File: config.mk
export PLATFORM = sky130hd
export DESIGN_NAME = adgc_ctrl
export DESIGN_NICKNAME = d
export VERILOG_FILES = /design/src/pkg/adgc_pkg.sv /design/src/logic/adgc_ctrl.sv /design/src/logic/adgc_conv_seq.sv
export VERILOG_INCLUDE_DIRS = /design/src /design/src/pkg
export SDC_FILE = /design/constraint.sdc
export NUM_CORES = 1
export LEC_CHECK = 0
export BUFFER_PORTS_ARGS = -buffer_cell sky130_fd_sc_hd__buf_2
export CAP_MARGIN = 20
export CORE_MARGIN = 5
export CORE_UTILIZATION = 45
export DETAILED_ROUTE_END_ITERATION = 7
export GPL_ROUTABILITY_DRIVEN = 0
export HOLD_SLACK_MARGIN = 0.02
export PLACE_DENSITY = 0.76
export RECOVER_POWER = 100
export REMOVE_ABC_BUFFERS = 1
export SYNTH_ARGS = -nofsm -noshare
export SYNTH_HDL_FRONTEND = slang
export SYNTH_SLANG_ARGS = --single-unit
File: constraint.sdc
create_clock -name clk_sys_i -period 1.56 [get_ports clk_sys_i]
set_input_delay 0.156 -clock clk_sys_i [delete_from_list [all_inputs] [get_ports clk_sys_i]]
set_output_delay 0.156 -clock clk_sys_i [all_outputs]
set_load 0.1 [all_outputs]
File: src/pkg/adgc_regs.svh
// Register addresses, field positions, reset values and timing counts for the converter control.
`ifndef ADGC_REGS_SVH
`define ADGC_REGS_SVH

// Bus addresses of the three write registers; the two upper ones also return result bytes.
`define ADGC_ADDR_START      32'h0600_0290
`define ADGC_ADDR_CHAN       32'h0600_0298
`define ADGC_ADDR_GAIN       32'h0600_02A0

// Gain and polarity register fields.
`define ADGC_GAIN_LSB        0
`define ADGC_GAIN_MSB        3
`define ADGC_BIPOLAR_BIT     7

// Channel, mode and interrupt register fields.
`define ADGC_CHAN_LSB        0
`define ADGC_CHAN_MSB        3
`define ADGC_PAIR_MSB        2
`define ADGC_DIFF_BIT        4
`define ADGC_IRQ_EN_BIT      7

// In a differential pair the negative input is the positive channel plus this offset.
`define ADGC_DIFF_NEG_OFS    4'h8

// Unity gain, unipolar, single ended channel 0 and interrupt disabled after reset.
`define ADGC_GAIN_RST        8'h00
`define ADGC_CHAN_RST        8'h00
`define ADGC_RESULT_RST      16'h0000

// Highest gain code in use; codes above it are kept but have no table entry.
`define ADGC_GAIN_CODE_MAX   4'hB

// Timing: clock period and longest conversion time, both in nanoseconds.
`define ADGC_CLK_PERIOD_NS   50
`define ADGC_CONV_MAX_NS     10000
`define ADGC_CONV_MAX_CYC    (`ADGC_CONV_MAX_NS / `ADGC_CLK_PERIOD_NS)

// Host-side wait after a channel or gain change before the next start, in nanoseconds.
`define ADGC_SETTLE_NS       30000
`define ADGC_SETTLE_CYC      (`ADGC_SETTLE_NS / `ADGC_CLK_PERIOD_NS)
`define ADGC_TMR_W           8

`endif

File: src/pkg/adgc_pkg.sv
// Types shared by the converter control and its conversion sequencer.
package adgc_pkg;

    typedef enum logic [1:0] {
        SEQ_IDLE,
        SEQ_CONVERT
    } adgc_seq_state_t;

    typedef struct packed {
        adgc_seq_state_t state;
        logic [7:0]      timer;
        logic            convert;
        logic            busy_n;
        logic            irq;
        logic            complete;
        logic            timed_out;
    } adgc_seq_t;

    typedef struct packed {
        logic [7:0]  gain_reg;
        logic [7:0]  chan_reg;
        logic [15:0] result;
        logic [7:0]  rdata;
        logic [3:0]  pos_chan;
        logic [3:0]  neg_chan;
        logic        diff_mode;
        logic [3:0]  gain_code;
        logic        bipolar;
    } adgc_ctl_t;

endpackage : adgc_pkg

File: src/logic/adgc_ctrl.sv
// Converter control: bus registers, front-end selection, sequencing and result bytes.
`timescale 1ns/1ps
`include "adgc_regs.svh"

module adgc_ctrl (
    input  wire logic        clk_sys_i,      // System clock, 20 MHz.
    input  wire logic        resetn_i,       // Asynchronous reset, active low.
    input  wire logic [31:0] bus_addr_i,     // Processor byte address.
    input  wire logic        bus_wr_i,       // Write strobe, one cycle.
    input  wire logic        bus_rd_i,       // Read strobe, one cycle.
    input  wire logic [7:0]  bus_wdata_i,    // Write data.
    output logic      [7:0]  bus_rdata_o,    // Read data, valid the cycle after the strobe.
    input  wire logic        adc_done_i,     // Converter end of conversion pulse.
    input  wire logic [15:0] adc_data_i,     // Converter output word.
    input  wire logic        adc_wide_i,     // High when the 16-bit converter is fitted.
    output logic             adc_convert_o,  // Start pulse to the converter.
    output logic      [3:0]  gain_code_o,    // Gain code to the amplifiers.
    output logic             bipolar_o,      // High selects bipolar range.
    output logic      [3:0]  mux_pos_o,      // Positive multiplexer channel.
    output logic      [3:0]  mux_neg_o,      // Negative multiplexer channel.
    output logic             input_mode_o,   // High selects differential input.
    output logic             busy_n_o,       // Low while a conversion runs.
    output logic             irq_o,          // Completion interrupt request.
    output logic             timeout_o       // Last conversion ended without converter done.
);

    // A strobe is taken on the rising edge that sees it. Written settings reach the
    // front-end outputs at that same edge, and read data stands for one cycle only.
    // The three registers are write-only; reads at the channel and gain addresses return
    // the result bytes, so polling the result never disturbs the front-end settings.
    // The result is stored as delivered, upper four bits cleared for the narrow converter. The converter hands over the
    // word it took at the previous start, so a new channel or gain needs two starts.
    // Settings are not locked during a conversion, so a host may switch the front end
    // while busy and let it settle before the next start.
    // A converter that never reports done is cut off one cycle short of the longest conversion time.
    // Busy then returns high with the old result kept and the timeout flag raised, which
    // trades a stale word for a host that can never hang on the busy flag.

    adgc_pkg::adgc_ctl_t c_r;
    adgc_pkg::adgc_ctl_t c_nxt;

    logic seq_convert;
    logic seq_busy_n;
    logic seq_irq;
    logic seq_complete;
    logic seq_timed_out;
    logic start_req;
    logic [1:0] wr_cfg;

    // Full address compare; it serves the write decodes only, reads are decoded in read_byte.
    function automatic logic addr_hit(input logic [31:0] addr, input logic [31:0] target);
        addr_hit = (addr == target);
    endfunction : addr_hit

    // Drops the four upper result bits when the narrow converter is fitted.
    function automatic logic [15:0] fit_result(input logic [15:0] raw, input logic wide);
        fit_result = wide ? raw : {4'h0, raw[11:0]};
    endfunction : fit_result

    // Positive multiplexer input: a pair takes its low-bank member, bit 3 is ignored.
    function automatic logic [3:0] pos_of(input logic [7:0] sel);
        if (sel[`ADGC_DIFF_BIT])
        begin
            pos_of = {1'b0, sel[`ADGC_PAIR_MSB:`ADGC_CHAN_LSB]};
        end
        else
        begin
            pos_of = sel[`ADGC_CHAN_MSB:`ADGC_CHAN_LSB];
        end
    endfunction : pos_of

    // Negative multiplexer input: the high-bank partner of a pair, else channel 0.
    function automatic logic [3:0] neg_of(input logic [7:0] sel);
        if (sel[`ADGC_DIFF_BIT])
        begin
            neg_of = {1'b0, sel[`ADGC_PAIR_MSB:`ADGC_CHAN_LSB]} + `ADGC_DIFF_NEG_OFS;
        end
        else
        begin
            neg_of = 4'h0;
        end
    endfunction : neg_of

    // Result byte behind a read address; any other address reads as zero.
    function automatic logic [7:0] read_byte(input logic [31:0] addr, input logic [15:0] res);
        case (addr)
            `ADGC_ADDR_CHAN:
            begin
                read_byte = res[7:0];
            end
            `ADGC_ADDR_GAIN:
            begin
                read_byte = res[15:8];
            end
            default:
            begin
                read_byte = 8'h00;
            end
        endcase
    endfunction : read_byte

    // Unity gain, unipolar, single-ended channel 0, interrupt off and a zero result.
    localparam adgc_pkg::adgc_ctl_t CTL_RST = '{
        gain_reg:  `ADGC_GAIN_RST,
        chan_reg:  `ADGC_CHAN_RST,
        result:    `ADGC_RESULT_RST,
        rdata:     8'h00,
        pos_chan:  4'h0,
        neg_chan:  4'h0,
        diff_mode: 1'b0,
        gain_code: 4'h0,
        bipolar:   1'b0
    };

    assign start_req = bus_wr_i && addr_hit(bus_addr_i, `ADGC_ADDR_START);

    // One write decoder per setting register; only the two setting registers repeat.
    localparam int          CFG_GAIN = 0;
    localparam int          CFG_CHAN = 1;
    localparam logic [31:0] CFG_ADDR [2] = '{`ADGC_ADDR_GAIN, `ADGC_ADDR_CHAN};
    genvar g;
    generate
        for (g = 0; g < 2; g++)
        begin : g_cfg_wr
            assign wr_cfg[g] = bus_wr_i && addr_hit(bus_addr_i, CFG_ADDR[g]);
        end
    endgenerate

    adgc_conv_seq u_seq (
        .clk_sys_i   (clk_sys_i),
        .resetn_i    (resetn_i),
        .start_i     (start_req),
        .irq_en_i    (c_r.chan_reg[`ADGC_IRQ_EN_BIT]),
        .adc_done_i  (adc_done_i),
        .convert_o   (seq_convert),
        .busy_n_o    (seq_busy_n),
        .irq_o       (seq_irq),
        .complete_o  (seq_complete),
        .timed_out_o (seq_timed_out)
    );

    always_comb
    begin
        c_nxt = c_r;
        // Writes take effect at once so the front end settles before the next start.
        if (wr_cfg[CFG_GAIN])
        begin
            c_nxt.gain_reg = bus_wdata_i;
        end
        if (wr_cfg[CFG_CHAN])
        begin
            c_nxt.chan_reg = bus_wdata_i;
        end
        c_nxt.gain_code = c_nxt.gain_reg[`ADGC_GAIN_MSB:`ADGC_GAIN_LSB];
        c_nxt.bipolar   = c_nxt.gain_reg[`ADGC_BIPOLAR_BIT];
        c_nxt.diff_mode = c_nxt.chan_reg[`ADGC_DIFF_BIT];
        c_nxt.pos_chan  = pos_of(c_nxt.chan_reg);
        c_nxt.neg_chan  = neg_of(c_nxt.chan_reg);
        // The converter hands out the word it sampled at the previous start, sign bit
        // included, so the result register keeps what each completion delivers, less the upper four bits on the narrow converter.
        if (seq_complete)
        begin
            c_nxt.result = fit_result(adc_data_i, adc_wide_i);
        end
        c_nxt.rdata = 8'h00;
        if (bus_rd_i)
        begin
            c_nxt.rdata = read_byte(bus_addr_i, c_r.result);
        end
    end

    always_ff @(posedge clk_sys_i or negedge resetn_i)
    begin
        if (!resetn_i)
        begin
            c_r <= CTL_RST;
        end
        else
        begin
            c_r <= c_nxt;
        end
    end

    // Front-end settings and read data, each straight from its register.
    assign bus_rdata_o   = c_r.rdata;
    assign gain_code_o   = c_r.gain_code;
    assign bipolar_o     = c_r.bipolar;
    assign mux_pos_o     = c_r.pos_chan;
    assign mux_neg_o     = c_r.neg_chan;
    assign input_mode_o  = c_r.diff_mode;
    // Sequencer outputs leave its own registers without further logic.
    assign adc_convert_o = seq_convert;
    assign busy_n_o      = seq_busy_n;
    assign irq_o         = seq_irq;
    assign timeout_o     = seq_timed_out;

endmodule : adgc_ctrl

File: src/logic/adgc_conv_seq.sv
// Conversion sequencer: start pulse, busy flag, timeout and completion interrupt.
`timescale 1ns/1ps
`include "adgc_regs.svh"

module adgc_conv_seq (
    input  wire logic clk_sys_i,    // System clock, 20 MHz.
    input  wire logic resetn_i,     // Asynchronous reset, active low.
    input  wire logic start_i,      // One-cycle request to start a conversion.
    input  wire logic irq_en_i,     // Interrupt enable level.
    input  wire logic adc_done_i,   // Converter reports end of conversion.
    output logic      convert_o,    // One-cycle start pulse to the converter.
    output logic      busy_n_o,     // Low while a conversion runs.
    output logic      irq_o,        // Completion interrupt request.
    output logic      complete_o,   // One-cycle pulse: converter data valid.
    output logic      timed_out_o   // Last conversion ended by timeout.
);

    adgc_pkg::adgc_seq_t s_r;
    adgc_pkg::adgc_seq_t s_nxt;

    localparam logic [7:0] CONV_MAX_CYC = 8'(`ADGC_CONV_MAX_CYC);

    always_comb
    begin
        s_nxt          = s_r;
        s_nxt.convert  = 1'b0;
        s_nxt.complete = 1'b0;
        case (s_r.state)
            adgc_pkg::SEQ_IDLE:
            begin
                // A write to the start register while busy is ignored.
                if (start_i)
                begin
                    s_nxt.state     = adgc_pkg::SEQ_CONVERT;
                    s_nxt.convert   = 1'b1;
                    s_nxt.busy_n    = 1'b0;
                    s_nxt.irq       = 1'b0;
                    s_nxt.timed_out = 1'b0;
                    s_nxt.timer     = 8'h00;
                end
            end
            adgc_pkg::SEQ_CONVERT:
            begin
                s_nxt.timer = s_r.timer + 8'h01;
                // The conversion is forced to end so busy never exceeds the limit.
                if (adc_done_i || (s_r.timer == CONV_MAX_CYC - 8'h02))
                begin
                    s_nxt.state     = adgc_pkg::SEQ_IDLE;
                    s_nxt.busy_n    = 1'b1;
                    s_nxt.complete  = adc_done_i;
                    s_nxt.timed_out = !adc_done_i;
                    s_nxt.irq       = irq_en_i;
                end
            end
            default:
            begin
                s_nxt.state  = adgc_pkg::SEQ_IDLE;
                s_nxt.busy_n = 1'b1;
            end
        endcase
    end

    always_ff @(posedge clk_sys_i or negedge resetn_i)
    begin
        if (!resetn_i)
        begin
            s_r <= '{state: adgc_pkg::SEQ_IDLE, timer: 8'h00, convert: 1'b0,
                     busy_n: 1'b1, irq: 1'b0, complete: 1'b0, timed_out: 1'b0};
        end
        else
        begin
            s_r <= s_nxt;
        end
    end

    assign convert_o   = s_r.convert;
    assign busy_n_o    = s_r.busy_n;
    assign irq_o       = s_r.irq;
    assign complete_o  = s_r.complete;
    assign timed_out_o = s_r.timed_out;

endmodule : adgc_conv_seq

==> results.py <==
metrics = {
    "layout": {
        "fin_nets": 368,
        "drive_above_1_share_pct": 47.9,
        "regArea_um2": 1330,
        "final_common_cell": "buf_2",
        "layout_common_cells": "59 x buf_2, 52 x dfrtp_1, 29 x clkbuf_2, 23 x mux2_2, 15 x buf_4",
        "fin_area_um2": 3100,
        "multiInputGateArea_um2": 960,
        "fin_cells": 377,
        "area_growth_pct": 24.1,
        "antennaDiodeCount": 0,
        "num-fill-cells": 465,
    },
    "global_routing": {
        "grt_pass1_vias": 1978,
        "grt_overflow": 0,
        "antenna_found_initial": 0,
        "grt_pass1_wl_um": 9100,
        "grt_usage_pct": 15.3,
        "grt_max_degree": 54,
    },
    "routing": {
        "postRouteAntennaNets": 0,
        "dr.pass1.iters": 4,
        "avgViaCountPerCell": 5.00,
        "drc": 0,
        "wl_um": 5230,
        "via_count": 1885,
        "post_drt_wl_per_cell_um": 13.9,
        "drtIter0Drc": 91,
    },
    "floorplanning": {
        "std_cell_rows": 27,
        "die_w_um": 84.6,
        "core_um2": 5440,
        "pin_count": 88,
        "die_h_um": 84.6,
        "initial_core_util_pct": 46.0,
        "dieArea_um2": 7150,
    },
    "sta": {
        "slew_violations": 0,
        "hold_violations": 0,
        "setup_slack_ns": 0.0968,
        "finalSetupViolations": 0,
        "finalCritPeriodShare_pct": 93.8,
        "fmax_ghz": 0.683,
        "relSlewSlack_pct": 53.0,
        "rsz0062_at_grt": "yes",
        "clock_skew_ns": 0.00761,
        "min_period_ns": 1.46,
        "worst_slew_pin_slew_ns": 0.705,
        "finalSetupTns_ns": 0,
    },
    "setup_path": {
        "startpoint": "u_seq.s_r[5]",
        "crit_fanout": 4,
        "critical_path_class": "reg -> reg",
        "r2r_start": "u_seq.s_r[5]",
        "worstPathArrival_ns": 1.65,
        "start_kind": "register",
        "end_kind": "register",
        "required_ns": 1.75,
        "reg2reg_depth": 7,
    },
    "run": {
        "drv_cap": 0,
    },
    "placement": {
        "portBuffers": 85,
        "dp.cells": 367,
        "place_ws_ns": -0.152,
        "dp_hpwl_um": 4140,
        "place_area_um2": 3030,
    },
    "synth": {
        "synth_edf_count": 0,
        "yosysWarnings": 0,
        "synth_ff_type": "dfrtp_1",
        "ys_seq_elements": 53,
        "syn_avg_cell_area_um2": 11.7,
        "async_flop_share_pct": 100,
        "synth-seq-area-share_pct": 53.1,
        "synthCells": 213,
        "netlist_area_um2": 2500,
        "synth.distinct_cells": 43,
    },
    "cts": {
        "cts_root_buf": "clkbuf_8",
        "cts_tree": "done",
        "cts_max_level": 2,
        "clockBufferDepth": 2,
        "cts_num_sinks": 53,
        "numCtsBuffers": 5,
        "clkLatencyLatePin_ns": 0.29,
        "clkTransAtPathRegs_ns": 0.09,
    },
    "worst_hold_path": {
        "hold_path_depth": 2,
        "hold_path_class": "in -> reg",
        "min_from": "adc_data_i[8]",
    },
    "pwr": {
        "vdd_drop_max_mv": 0.523,
        "p_leak_nw": 1.57,
        "power_density_nw_per_um2": 763,
    },
    "outcome": {
        "status": "complete, no violations",
    },
}
## cells by family after synthesis
group	Yosys count	share of synthesized area [%]
AND/OR/NAND/NOR	61	15.4
XOR/XNOR	4	1.40
flip-flops	53	53.1
adder cells (fa/ha/maj)	2	1.00
buffers and inverters	37	8.75
AO/OA/AOI/OAI	28	7.80
multiplexers	28	12.5
## flip-flops by register name, indices dropped and copies added, names as in the netlist, 3 cells and up
name / cells
bus_rdata_o: 8
mux_neg_o: 3
u_seq.s_r: 9
gain_code_o: 3
mux_pos_o: 4
c_r: 21
## worst max-delay path, cell delays in order, from the launching register on
cell,delay [ns]
dfrtp_1,0.39
inv_1,0.06
ha_1,0.15
nand4_1,0.16
o41ai_2,0.24
buf_4,0.18
nor2_1,0.04
a21o_1,0.15
## cell type report
class / instances / area share, %
clock inverters: 2 / 0.443
multi-input cells: 123 / 30.9
flip-flops and latches: 53 / 42.8
inverters: 10 / 1.21
clock buffers: 6 / 2.66
repair buffers: 111 / 19.1
well taps: 72 / 2.90
## cell usage after synthesis (all sizes together), types with 3 or more instances
cell type / count / area share (%)
a22o: 3 / 1.1
a22oi: 8 / 2.4
buf: 22 / 6.5
clkbuf: 5 / 0.75
dfrtp: 52 / 52
inv: 10 / 1.5
mux2: 24 / 11
mux2i: 4 / 1.6
nand2: 9 / 1.3
nand3: 11 / 2.2
nand4: 6 / 1.7
nor2: 12 / 1.8
nor3: 3 / 0.60
nor4: 6 / 2.6
o21ai: 10 / 2.0
xnor2: 3 / 1.1
## power breakdown
part,total [mW],switching [mW],leakage [nW],internal (mW)
clock,0.786,0.426,0.0512,0.360
combinational,0.174,0.0863,0.828,0.0874
sequential,1.41,0.0123,0.690,1.40
total,2.37,0.525,1.57,1.84
## layer usage
layer | GRT usage [%] | vias up | wire length (um)
met5 | 0 | - | 0
met1 | 19.5 | 909 | 2130
met2 | 26.8 | 56 | 2700
li1 | - | 918 | -
met3 | 3.93 | 2 | 376
met4 | 1.73 | 0 | 13
## stage by stage
stage	util (%)	total power, mW	hold slack (ns)
3_3_place_gp	55.7	1.61	0.168
4_1_cts	57.6	2.40	0.0819
2_1_floorplan	-	1.48	-0.140
5_1_grt	57.1	2.48	0.0797
3_5_place_dp	55.7	1.62	0.175
6_report	57.1	2.37	0.0872
## final timing paths
path	to	slack, ns
max in group asynchronous	c_r[26]	0.53
min in group asynchronous	c_r[29]	0.56
worst min-delay path	c_r[30]	0.09
worst max-delay path	u_seq.s_r[13]	0.1
worst max register to register	u_seq.s_r[13]	0.1
worst min register to register	c_r[49]	0.51
## what timing repair did
| item | CTS | global route |
|---|---|---|
| hold buffers | 1 | 0 |
| buffers inserted | 0 | 1 |
| endpoints found under the setup margin | 0 | 3 |
| hold endpoints to repair | 52 | 0 |
| resized for setup | 0 | 1 |
Note: power is estimated with default switching activity, not from simulation.
